**src/design/ssms_pkg.sv**
```systemverilog
// Purpose: Shared constants and types of the synchronous serial block
// Assumes: 32-bit APB, two channels, byte addresses
// Notes: Each channel occupies a window of ADDR_CH_STRIDE bytes
`default_nettype none
package ssms_pkg;
  localparam int NUM_CH = 2;
  localparam int DATA_W = 16;
  localparam logic [11:0] ADDR_CH_STRIDE = 12'h020;
  localparam logic [4:0] OFS_MODE = 5'h00;
  localparam logic [4:0] OFS_CTRL = 5'h04;
  localparam logic [4:0] OFS_TXD = 5'h08;
  localparam logic [4:0] OFS_RXD = 5'h0C;
  localparam logic [4:0] OFS_FLAG = 5'h10;
  // Mode word fields
  localparam int MODE_LEN_LSB = 0;
  localparam int MODE_CPHA_BIT = 4;
  localparam int MODE_CPOL_BIT = 5;
  localparam int MODE_LSBF_BIT = 6;
  localparam int MODE_BYP_BIT = 7;
  localparam int MODE_PULL_BIT = 8;
  localparam int MODE_MST_BIT = 9;
  // Control word fields
  localparam int CTRL_EN_BIT = 0;
  localparam int CTRL_SRST_BIT = 1;
  // Flag word fields
  localparam int FLAG_TBE_BIT = 0;
  localparam int FLAG_RBF_BIT = 1;
  localparam int FLAG_TEND_BIT = 2;
  localparam int FLAG_OVR_BIT = 3;
  localparam int FLAG_BUSY_BIT = 8;
  localparam logic [3:0] LEN_M1_MIN = 4'h1;
  localparam logic [9:0] MODE_RESET = 10'h000;
  localparam logic [15:0] DATA_RESET = 16'h0000;

  typedef struct packed {
    logic mst;
    logic pull_enable;
    logic clock_bypass_select;
    logic lsb_first;
    logic cpol;
    logic cpha;
    logic [3:0] len_m1;
  } ssms_mode_type;

  typedef struct packed {
    logic serial_data_in_pin;
    logic shift_clock_pin;
    logic slave_select_n_pin;
  } ssms_pin_in_type;

  typedef struct packed {
    logic serial_data_out_pin;
    logic serial_data_out_oe;
    logic shift_clock_out;
    logic shift_clock_oe;
    logic pull_up_data_in;
    logic pull_up_clock;
    logic pull_down_clock;
    logic pull_up_select;
  } ssms_pin_out_type;

  typedef struct packed {
    logic busy;
    logic overrun;
    logic tx_end;
    logic rx_full;
    logic tx_empty;
  } ssms_flags_type;

  typedef enum logic {SSMS_IDLE, SSMS_XFER} ssms_state_type;
endpackage
`default_nettype wire

```
**src/design/ssms_top.sv**
```systemverilog
// Purpose: Two-channel synchronous serial master/slave with APB registers
// Assumes: Pins and timer signals are synchronous to pclk
// Notes: Each timer clock level must last at least one pclk; each underflow pulse exactly one, as each high pclk counts
//
// Our own choices: the register offsets and the APB register port.
`default_nettype none

module ssms_top
  import ssms_pkg::*;
(
  input wire logic pclk,
  input wire logic presetn,
  input wire logic clk_en,
  input wire logic psel,
  input wire logic penable,
  input wire logic pwrite,
  input wire logic [11:0] paddr,
  input wire logic [31:0] pwdata,
  output logic [31:0] prdata,
  output logic pready,
  output logic pslverr,
  input wire logic [NUM_CH-1:0] timer_clk,
  input wire logic [NUM_CH-1:0] timer_underflow,
  input wire ssms_pin_in_type [NUM_CH-1:0] pin_in,
  output ssms_pin_out_type [NUM_CH-1:0] pin_out,
  output ssms_flags_type [NUM_CH-1:0] cause
);

  // ----------------------------------------
  // Decode helpers
  // ----------------------------------------
  function automatic logic addr_ok(input logic [11:0] a);
    addr_ok = (a[11:6] == 6'h00) && (a[1:0] == 2'h0) && (a[4:0] <= OFS_FLAG);
  endfunction

  function automatic logic hit(input logic [11:0] a, input int ch, input logic [4:0] ofs);
    hit = addr_ok(a) && (a[5] == ch[0]) && (a[4:0] == ofs);
  endfunction

  // Position of bit number n of a frame inside the data word
  function automatic logic [3:0] bit_pos(input logic lsb, input logic [3:0] len_m1, input logic [4:0] n);
    bit_pos = lsb ? n[3:0] : (len_m1 - n[3:0]);
  endfunction

  // ----------------------------------------
  // APB slave
  // ----------------------------------------
  logic [31:0] prdata_reg, prdata_next;
  logic pready_reg, pready_next;
  logic pslverr_reg, pslverr_next;
  logic [31:0] ch_rdata [NUM_CH];
  logic setup, done, wr_done, rd_done;

  always_comb begin
    setup = psel && !penable && !pready_reg;
    done = psel && penable && pready_reg;
    wr_done = done && pwrite && !pslverr_reg;
    rd_done = done && !pwrite && !pslverr_reg;
    pready_next = setup;
    pslverr_next = setup && !addr_ok(paddr);
    prdata_next = prdata_reg;
    if (setup) begin
      prdata_next = addr_ok(paddr) ? ch_rdata[paddr[5]] : 32'h0000_0000;
    end
  end

  always_ff @(posedge pclk or negedge presetn) begin
    if (!presetn) begin
      prdata_reg <= 32'h0000_0000;
      pready_reg <= 1'b0;
      pslverr_reg <= 1'b0;
    end else if (clk_en) begin
      prdata_reg <= prdata_next;
      pready_reg <= pready_next;
      pslverr_reg <= pslverr_next;
    end
  end

  assign prdata = prdata_reg;
  assign pready = pready_reg;
  assign pslverr = pslverr_reg;

  // ----------------------------------------
  // Channels
  // ----------------------------------------
  for (genvar c = 0; c < NUM_CH; c++) begin : g_ch
    ssms_mode_type mode_reg, mode_next;
    ssms_state_type st_reg, st_next;
    logic en_reg, en_next, srst_reg, srst_next;
    logic [15:0] txd_reg, txd_next, rxd_reg, rxd_next;
    logic [15:0] txw_reg, txw_next, rxw_reg, rxw_next;
    logic tx_full_reg, tx_full_next, rbf_reg, rbf_next;
    logic tend_reg, tend_next, ovr_reg, ovr_next;
    logic [4:0] cnt_reg, cnt_next;
    logic phase_reg, phase_next, tog_reg, tog_next;
    logic raw_prev_reg, raw_prev_next, act_prev_reg, act_prev_next;
    logic sdo_reg, sdo_next;
    ssms_pin_out_type pin_reg, pin_next;
    ssms_flags_type cause_reg, cause_next;
    logic raw, act, sel, lead, trail, samp, last, load, wr_tx, rd_rx;
    logic [15:0] rx_word;

    assign ch_rdata[c] = hit(paddr, c, OFS_MODE) ? {22'h000000, mode_reg} :
                         hit(paddr, c, OFS_CTRL) ? {30'h00000000, srst_reg, en_reg} :
                         hit(paddr, c, OFS_TXD) ? {16'h0000, txd_reg} :
                         hit(paddr, c, OFS_RXD) ? {16'h0000, rxd_reg} :
                         hit(paddr, c, OFS_FLAG) ? {23'h000000, st_reg == SSMS_XFER, 4'h0,
                                                    ovr_reg, tend_reg, rbf_reg, !tx_full_reg} :
                         32'h0000_0000;

    always_comb begin
      mode_next = mode_reg;
      en_next = en_reg;
      srst_next = 1'b0;
      txd_next = txd_reg;
      rxd_next = rxd_reg;
      txw_next = txw_reg;
      rxw_next = rxw_reg;
      tx_full_next = tx_full_reg;
      rbf_next = rbf_reg;
      tend_next = tend_reg;
      ovr_next = ovr_reg;
      st_next = st_reg;
      cnt_next = cnt_reg;
      phase_next = phase_reg;
      sdo_next = sdo_reg;
      load = 1'b0;
      wr_tx = wr_done && hit(paddr, c, OFS_TXD);
      rd_rx = rd_done && hit(paddr, c, OFS_RXD);
      // Master edges come from the timer; slave edges from the pin
      raw = mode_reg.clock_bypass_select ? timer_clk[c] : tog_reg;
      tog_next = tog_reg ^ timer_underflow[c];
      raw_prev_next = raw;
      act = pin_in[c].shift_clock_pin ^ mode_reg.cpol;
      act_prev_next = act;
      sel = !pin_in[c].slave_select_n_pin;
      if (mode_reg.mst) begin
        lead = (st_reg == SSMS_XFER) && (raw != raw_prev_reg) && !phase_reg;
        trail = (st_reg == SSMS_XFER) && (raw != raw_prev_reg) && phase_reg;
      end else begin
        lead = (st_reg == SSMS_XFER) && sel && act && !act_prev_reg;
        trail = (st_reg == SSMS_XFER) && sel && !act && act_prev_reg;
      end
      if (lead || trail) begin
        phase_next = !phase_reg;
      end
      samp = mode_reg.cpha ? trail : lead;
      last = trail && (cnt_reg[3:0] == mode_reg.len_m1);
      rx_word = rxw_reg;
      if (samp) begin
        rx_word[bit_pos(mode_reg.lsb_first, mode_reg.len_m1, cnt_reg)] = pin_in[c].serial_data_in_pin;
      end
      rxw_next = rx_word;
      // Phase 1 launches on the leading edge, phase 0 on the trailing edge
      if (lead && mode_reg.cpha) begin
        sdo_next = txw_reg[bit_pos(mode_reg.lsb_first, mode_reg.len_m1, cnt_reg)];
      end
      if (trail) begin
        cnt_next = cnt_reg + 5'd1;
        if (!mode_reg.cpha && !last) begin
          sdo_next = txw_reg[bit_pos(mode_reg.lsb_first, mode_reg.len_m1, cnt_reg + 5'd1)];
        end
      end
      if (last) begin
        rxd_next = rx_word;
        rbf_next = 1'b1;
        if (rbf_reg && !rd_rx) begin
          ovr_next = 1'b1;
        end
        if (tx_full_reg || !mode_reg.mst) begin
          load = 1'b1;
        end else begin
          st_next = SSMS_IDLE;
          tend_next = 1'b1;
        end
      end
      if (st_reg == SSMS_IDLE && en_reg && (mode_reg.mst ? tx_full_reg : sel)) begin
        load = 1'b1;
        st_next = SSMS_XFER;
        phase_next = 1'b0;
      end
      if (load) begin
        cnt_next = 5'd0;
        rxw_next = DATA_RESET;
        if (tx_full_reg) begin
          txw_next = txd_reg;
          tx_full_next = 1'b0;
        end
        sdo_next = (tx_full_reg ? txd_reg[bit_pos(mode_reg.lsb_first, mode_reg.len_m1, 5'd0)] :
                    txw_reg[bit_pos(mode_reg.lsb_first, mode_reg.len_m1, 5'd0)]);
      end
      if (!mode_reg.mst && !sel) begin
        st_next = SSMS_IDLE;
        cnt_next = 5'd0;
        rxw_next = DATA_RESET;
      end
      if (!en_reg) begin
        st_next = SSMS_IDLE;
      end
      // Register writes; flag sets above take priority over clears, but a pending soft reset (srst_reg) clears the flags over any set
      if (wr_done && hit(paddr, c, OFS_MODE)) begin
        mode_next = pwdata[9:0];
        if (pwdata[3:0] == 4'h0) begin
          mode_next.len_m1 = LEN_M1_MIN;
        end
      end
      if (wr_done && hit(paddr, c, OFS_CTRL)) begin
        en_next = pwdata[CTRL_EN_BIT];
        srst_next = pwdata[CTRL_SRST_BIT];
      end
      if (wr_tx) begin
        txd_next = pwdata[15:0];
        tx_full_next = 1'b1;
      end
      if (rd_rx && !last) begin
        rbf_next = 1'b0;
      end
      if (wr_done && hit(paddr, c, OFS_FLAG)) begin
        if (pwdata[FLAG_TEND_BIT] && !tend_next) begin
          tend_next = 1'b0;
        end else if (pwdata[FLAG_TEND_BIT] && !(last && !tx_full_reg && mode_reg.mst)) begin
          tend_next = 1'b0;
        end
        if (pwdata[FLAG_OVR_BIT] && !(last && rbf_reg && !rd_rx)) begin
          ovr_next = 1'b0;
        end
      end
      if (srst_reg) begin
        st_next = SSMS_IDLE;
        tx_full_next = 1'b0;
        rbf_next = 1'b0;
        tend_next = 1'b0;
        ovr_next = 1'b0;
        cnt_next = 5'd0;
        rxw_next = DATA_RESET;
      end
      // Pins lag state by one cycle so that every output is a flop
      pin_next.serial_data_out_pin = sdo_reg;
      pin_next.serial_data_out_oe = en_reg && (mode_reg.mst || sel);
      pin_next.shift_clock_out = mode_reg.cpol ^ phase_reg;
      pin_next.shift_clock_oe = en_reg && mode_reg.mst;
      pin_next.pull_up_data_in = mode_reg.pull_enable;
      pin_next.pull_up_clock = mode_reg.pull_enable && !mode_reg.mst && mode_reg.cpol;
      pin_next.pull_down_clock = mode_reg.pull_enable && !mode_reg.mst && !mode_reg.cpol;
      pin_next.pull_up_select = mode_reg.pull_enable && !mode_reg.mst;
      cause_next.busy = st_reg == SSMS_XFER;
      cause_next.overrun = ovr_reg;
      cause_next.tx_end = tend_reg;
      cause_next.rx_full = rbf_reg;
      cause_next.tx_empty = !tx_full_reg;
    end

    always_ff @(posedge pclk or negedge presetn) begin
      if (!presetn) begin
        mode_reg <= MODE_RESET;
        en_reg <= 1'b0;
        srst_reg <= 1'b0;
        txd_reg <= DATA_RESET;
        rxd_reg <= DATA_RESET;
        txw_reg <= DATA_RESET;
        rxw_reg <= DATA_RESET;
        tx_full_reg <= 1'b0;
        rbf_reg <= 1'b0;
        tend_reg <= 1'b0;
        ovr_reg <= 1'b0;
        st_reg <= SSMS_IDLE;
        cnt_reg <= 5'd0;
        phase_reg <= 1'b0;
        tog_reg <= 1'b0;
        raw_prev_reg <= 1'b0;
        act_prev_reg <= 1'b0;
        sdo_reg <= 1'b0;
        pin_reg <= '0;
        cause_reg <= '0;
      end else if (clk_en) begin
        mode_reg <= mode_next;
        en_reg <= en_next;
        srst_reg <= srst_next;
        txd_reg <= txd_next;
        rxd_reg <= rxd_next;
        txw_reg <= txw_next;
        rxw_reg <= rxw_next;
        tx_full_reg <= tx_full_next;
        rbf_reg <= rbf_next;
        tend_reg <= tend_next;
        ovr_reg <= ovr_next;
        st_reg <= st_next;
        cnt_reg <= cnt_next;
        phase_reg <= phase_next;
        tog_reg <= tog_next;
        raw_prev_reg <= raw_prev_next;
        act_prev_reg <= act_prev_next;
        sdo_reg <= sdo_next;
        pin_reg <= pin_next;
        cause_reg <= cause_next;
      end
    end

    assign pin_out[c] = pin_reg;
    assign cause[c] = cause_reg;
  end

endmodule
`default_nettype wire

```
**config.mk**
```make
export PLATFORM = sky130hd
export DESIGN_NAME = ssms_top
export DESIGN_NICKNAME = d
export VERILOG_FILES = /design/src/design/ssms_pkg.sv /design/src/design/ssms_top.sv
export SDC_FILE = /design/constraint.sdc
export NUM_CORES = 1
export LEC_CHECK = 0
export BUFFER_PORTS_ARGS = -buffer_cell sky130_fd_sc_hd__buf_4
export CORE_ASPECT_RATIO = 0.5
export CORE_MARGIN = 2
export CORE_UTILIZATION = 30
export CTS_CLUSTER_DIAMETER = 50
export DETAILED_ROUTE_END_ITERATION = 7
export PLACE_DENSITY = 0.43
export SYNTH_ARGS = -nofsm -noshare
export SYNTH_HDL_FRONTEND = slang
export SYNTH_SLANG_ARGS = --single-unit
export TNS_END_PERCENT = 5
```
**constraint.sdc**
```tcl
create_clock -name pclk -period 5.1 [get_ports pclk]
set_clock_uncertainty 0.15 [all_clocks]
set_input_delay 1.02 -clock pclk [delete_from_list [all_inputs] [get_ports pclk]]
set_output_delay 1.02 -clock pclk [all_outputs]
set_load 0.02 [all_outputs]
```
==> flow_metrics.py <==
metrics = {
    "status": {
        "outcome": "finished clean",
    },
    "sta": {
        "final.setup.tns_ps": 0,
        "slew_violations": 0,
        "slew_headroom": 0.170,
        "setup_viol": 0,
        "fin_hold_ws_ps": 313,
        "min_period_ps": 3740,
        "clock.fmax_mhz": 267,
        "tightestPinTransition_ps": 1240,
        "hold_violations": 0,
        "finalCritPeriodShare": 0.733,
        "layout_setup_ws_ps": 1360,
        "rsz0062_at_grt": "false",
    },
    "critical_path": {
        "crit_start": "g_ch[0].mode_reg[0]",
        "endpoint_kind": "register",
        "r2r_end": "g_ch[0].rxd_reg[5]",
        "path_class": "reg2reg",
        "crit_fanout": 18,
        "crit_required_ps": 5370,
        "r2r_cells": 9,
        "arrival_ps": 4010,
        "r2r_start": "g_ch[0].mode_reg[0]",
        "worst_path_largest_cell_delay_ps": 870,
        "reg2reg_setup_slack_ps": 1360,
        "startpoint_type": "register",
        "critPathSlowestCell": "xnor2_2",
        "path_cells": "inv_1 -> ha_1 -> and3b_1 -> or3_1 -> a21oi_1 -> xnor2_2 -> nand4_1 -> mux2i_1 -> o21ai_0",
    },
    "cells_and_area": {
        "syn_to_final_growth_pct": 15.5,
        "final_util": 0.352,
        "ff_latch_area_mm2": 0.00561,
        "num_antenna_cells": 0,
        "nets": 1409,
        "stdcell_area_mm2": 0.0149,
        "n_fill_cell": 4281,
        "multi_input_area_mm2": 0.00672,
        "drive_gt1_frac": 0.221,
    },
    "die": {
        "initial_utilization": 0.305,
        "fp-row-count": 53,
        "core_area_mm2": 0.0422,
        "die_width_um": 297,
        "die_h_um": 150,
        "io_pins": 120,
        "die-area_mm2": 0.0447,
    },
    "logic_synthesis": {
        "synth_top_family_by_area": "multiplexers",
        "synth-seq-cells": 224,
        "synth-adder-area-share": 0.0198,
        "syn_inst": 1273,
        "syn_area_mm2": 0.0129,
        "synth_edf_count": 0,
        "async_reset_ff_frac": 1.00,
        "yosysMostFrequentCell": "dfrtp_1",
        "synth_top_area_share": 0.436,
        "synth.area.top_cells": "dfrtp_1 44%, mux2_2 9.3%, mux2i_1 6.4%",
        "synth_commonest_cells": "224 x dfrtp_1, 135 x nand2_1, 106 x mux2_2, 99 x o21ai_0, 82 x mux2i_1",
        "yosys.area_share.simple": 0.142,
        "synth.avg_cell_area_um2": 10.1,
        "ys_warn_count": 0,
        "seq_area_frac_synth": 0.436,
        "synth_xor_xnor_area_share": 0.0162,
        "synthDistinctLibCells": 76,
        "ys.flop_type": "dfrtp_1",
        "synth_top_area_cell": "dfrtp_1",
        "synth.area.mux_share": 0.190,
        "synth_compound_area_frac": 0.149,
    },
    "clocking": {
        "clockRootBuffer": "clkbuf_16",
        "clockBufferDepth": 3,
        "tritoncts": "built",
        "cts_resized": 0,
        "numCtsBuffers": 27,
        "cts.sink_count": 224,
        "h-tree-depth": 1,
        "postCtsSetupBuffers": 0,
        "clk_latency_ps": 540,
        "ctsHoldBuffers": 0,
        "clk_pin_slew_ps": 60,
    },
    "pwr": {
        "p_leak_nw": 6.43,
        "ir_worst_vdd_v": 0.000236,
        "cellPowerDensity_mw_per_mm2": 267,
    },
    "route": {
        "drtAntennaViolNets": 0,
        "routed_wirelength_mm": 40.9,
        "drc": 0,
        "wl_per_cell_um": 21.2,
        "drtIter0Drc": 749,
        "via_count": 10200,
        "via_per_inst": 5.28,
        "firstDrtPassIters": 5,
    },
    "global_routing": {
        "antenna_found_initial": 0,
        "grt_use_total": 0.183,
        "grt_max_degree": 95,
        "grt_pass1_vias": 10000,
        "gr-total-overflow": 0,
        "grt_pass1_wl_mm": 62.8,
    },
    "placement": {
        "place.gp.congestion": 0.882,
        "dp_hpwl_mm": 30.1,
        "dpl_worst_slack_ps": 1040,
        "portBuffers": 87,
        "dpl_cell_area_mm2": 0.0140,
    },
    "job": {
        "drv_cap": 0,
    },
    "min_path": {
        "hp-class": "in2async",
    },
}
[cell type report]
class / instances / area share
clock buffers: 37 / 0.0507
clock inverters: 11 / 0.00716
inverters: 42 / 0.0106
multi-input cells: 930 / 0.452
flip-flops and latches: 224 / 0.377
well taps: 577 / 0.0486
repair buffers: 106 / 0.0540
[through the flow]
step	cells	power, mW
6_report	1927	3.97
2_1_floorplan	1288	1.99
5_1_grt	1927	4.13
3_5_place_dp	1879	2.11
3_3_place_gp	1879	2.10
4_1_cts	1927	4.03
[worst max-delay path: cells and delay by family, from the launching register on]
| family | cells | cell delay [ps] |
|---|---|---|
| flops | 1 | 710 |
| simple gates | 3 | 690 |
| fa+ha+maj | 1 | 300 |
| compound gates | 2 | 210 |
| mux | 1 | 410 |
| xor+xnor | 1 | 870 |
| buf+inv | 1 | 260 |
[worst max path at each step]
stage | to | slack, ps | cells past startpoint
final | g_ch[0].rxd_reg[5] | 1360 | 9
after floorplan | g_ch[0].mode_reg[6] | 1840 | 9
after detailed placement | g_ch[1].mode_reg[2] | 1040 | 7
after global routing | g_ch[0].rxd_reg[4] | 1080 | 9
after CTS | g_ch[0].rxd_reg[5] | 1340 | 9
after global placement | g_ch[1].mode_reg[2] | 1120 | 7
[placed cells by master (no fill, tap or decap), types with 10 or more instances in the layout]
master and count:
inv_1 41, a21oi_1 58, o2bb2ai_1 12, clkbuf_16 27, nor2_1 62, mux4_2 18
nand2_1 135, a31oi_1 11, nand4_1 14, o31ai_1 15, buf_4 105, o21ai_0 99
nor2b_1 18, nand3_1 27, mux2i_1 82, nor3_2 10, nand2b_1 18, ha_1 14
conb_1 16, dfrtp_1 224, xnor2_1 13, a221oi_1 13, mux2_2 106, o22ai_1 25
a22o_1 12, nor3_1 28
[kinds of logic (layout without fill, tap and decap cells)]
kind of cell    Yosys count  after routing
fa+ha+maj                18             18
mux                     208            208
flops                   224            224
simple gates            363            363
xor+xnor                 23             23
compound gates          302            302
other cells               1             16
buf+inv                 134            196
[power by group]
part | switching, mW | total (mW) | internal (mW)
combinational | 0.164 | 0.248 | 0.0842
sequential | 0.0196 | 1.82 | 1.80
clock | 0.806 | 1.90 | 1.09
[metal layers]
metal	up-vias	wire length, um	part of all wire	global-route usage
li1	4737	-	-	-
met3	48	1600	0.039	0.0268
met2	205	18300	0.45	0.286
met5	-	0	0	0
met4	0	663	0.016	0.0326
met1	5189	20400	0.50	0.270
(Power assumes the default switching activity.)
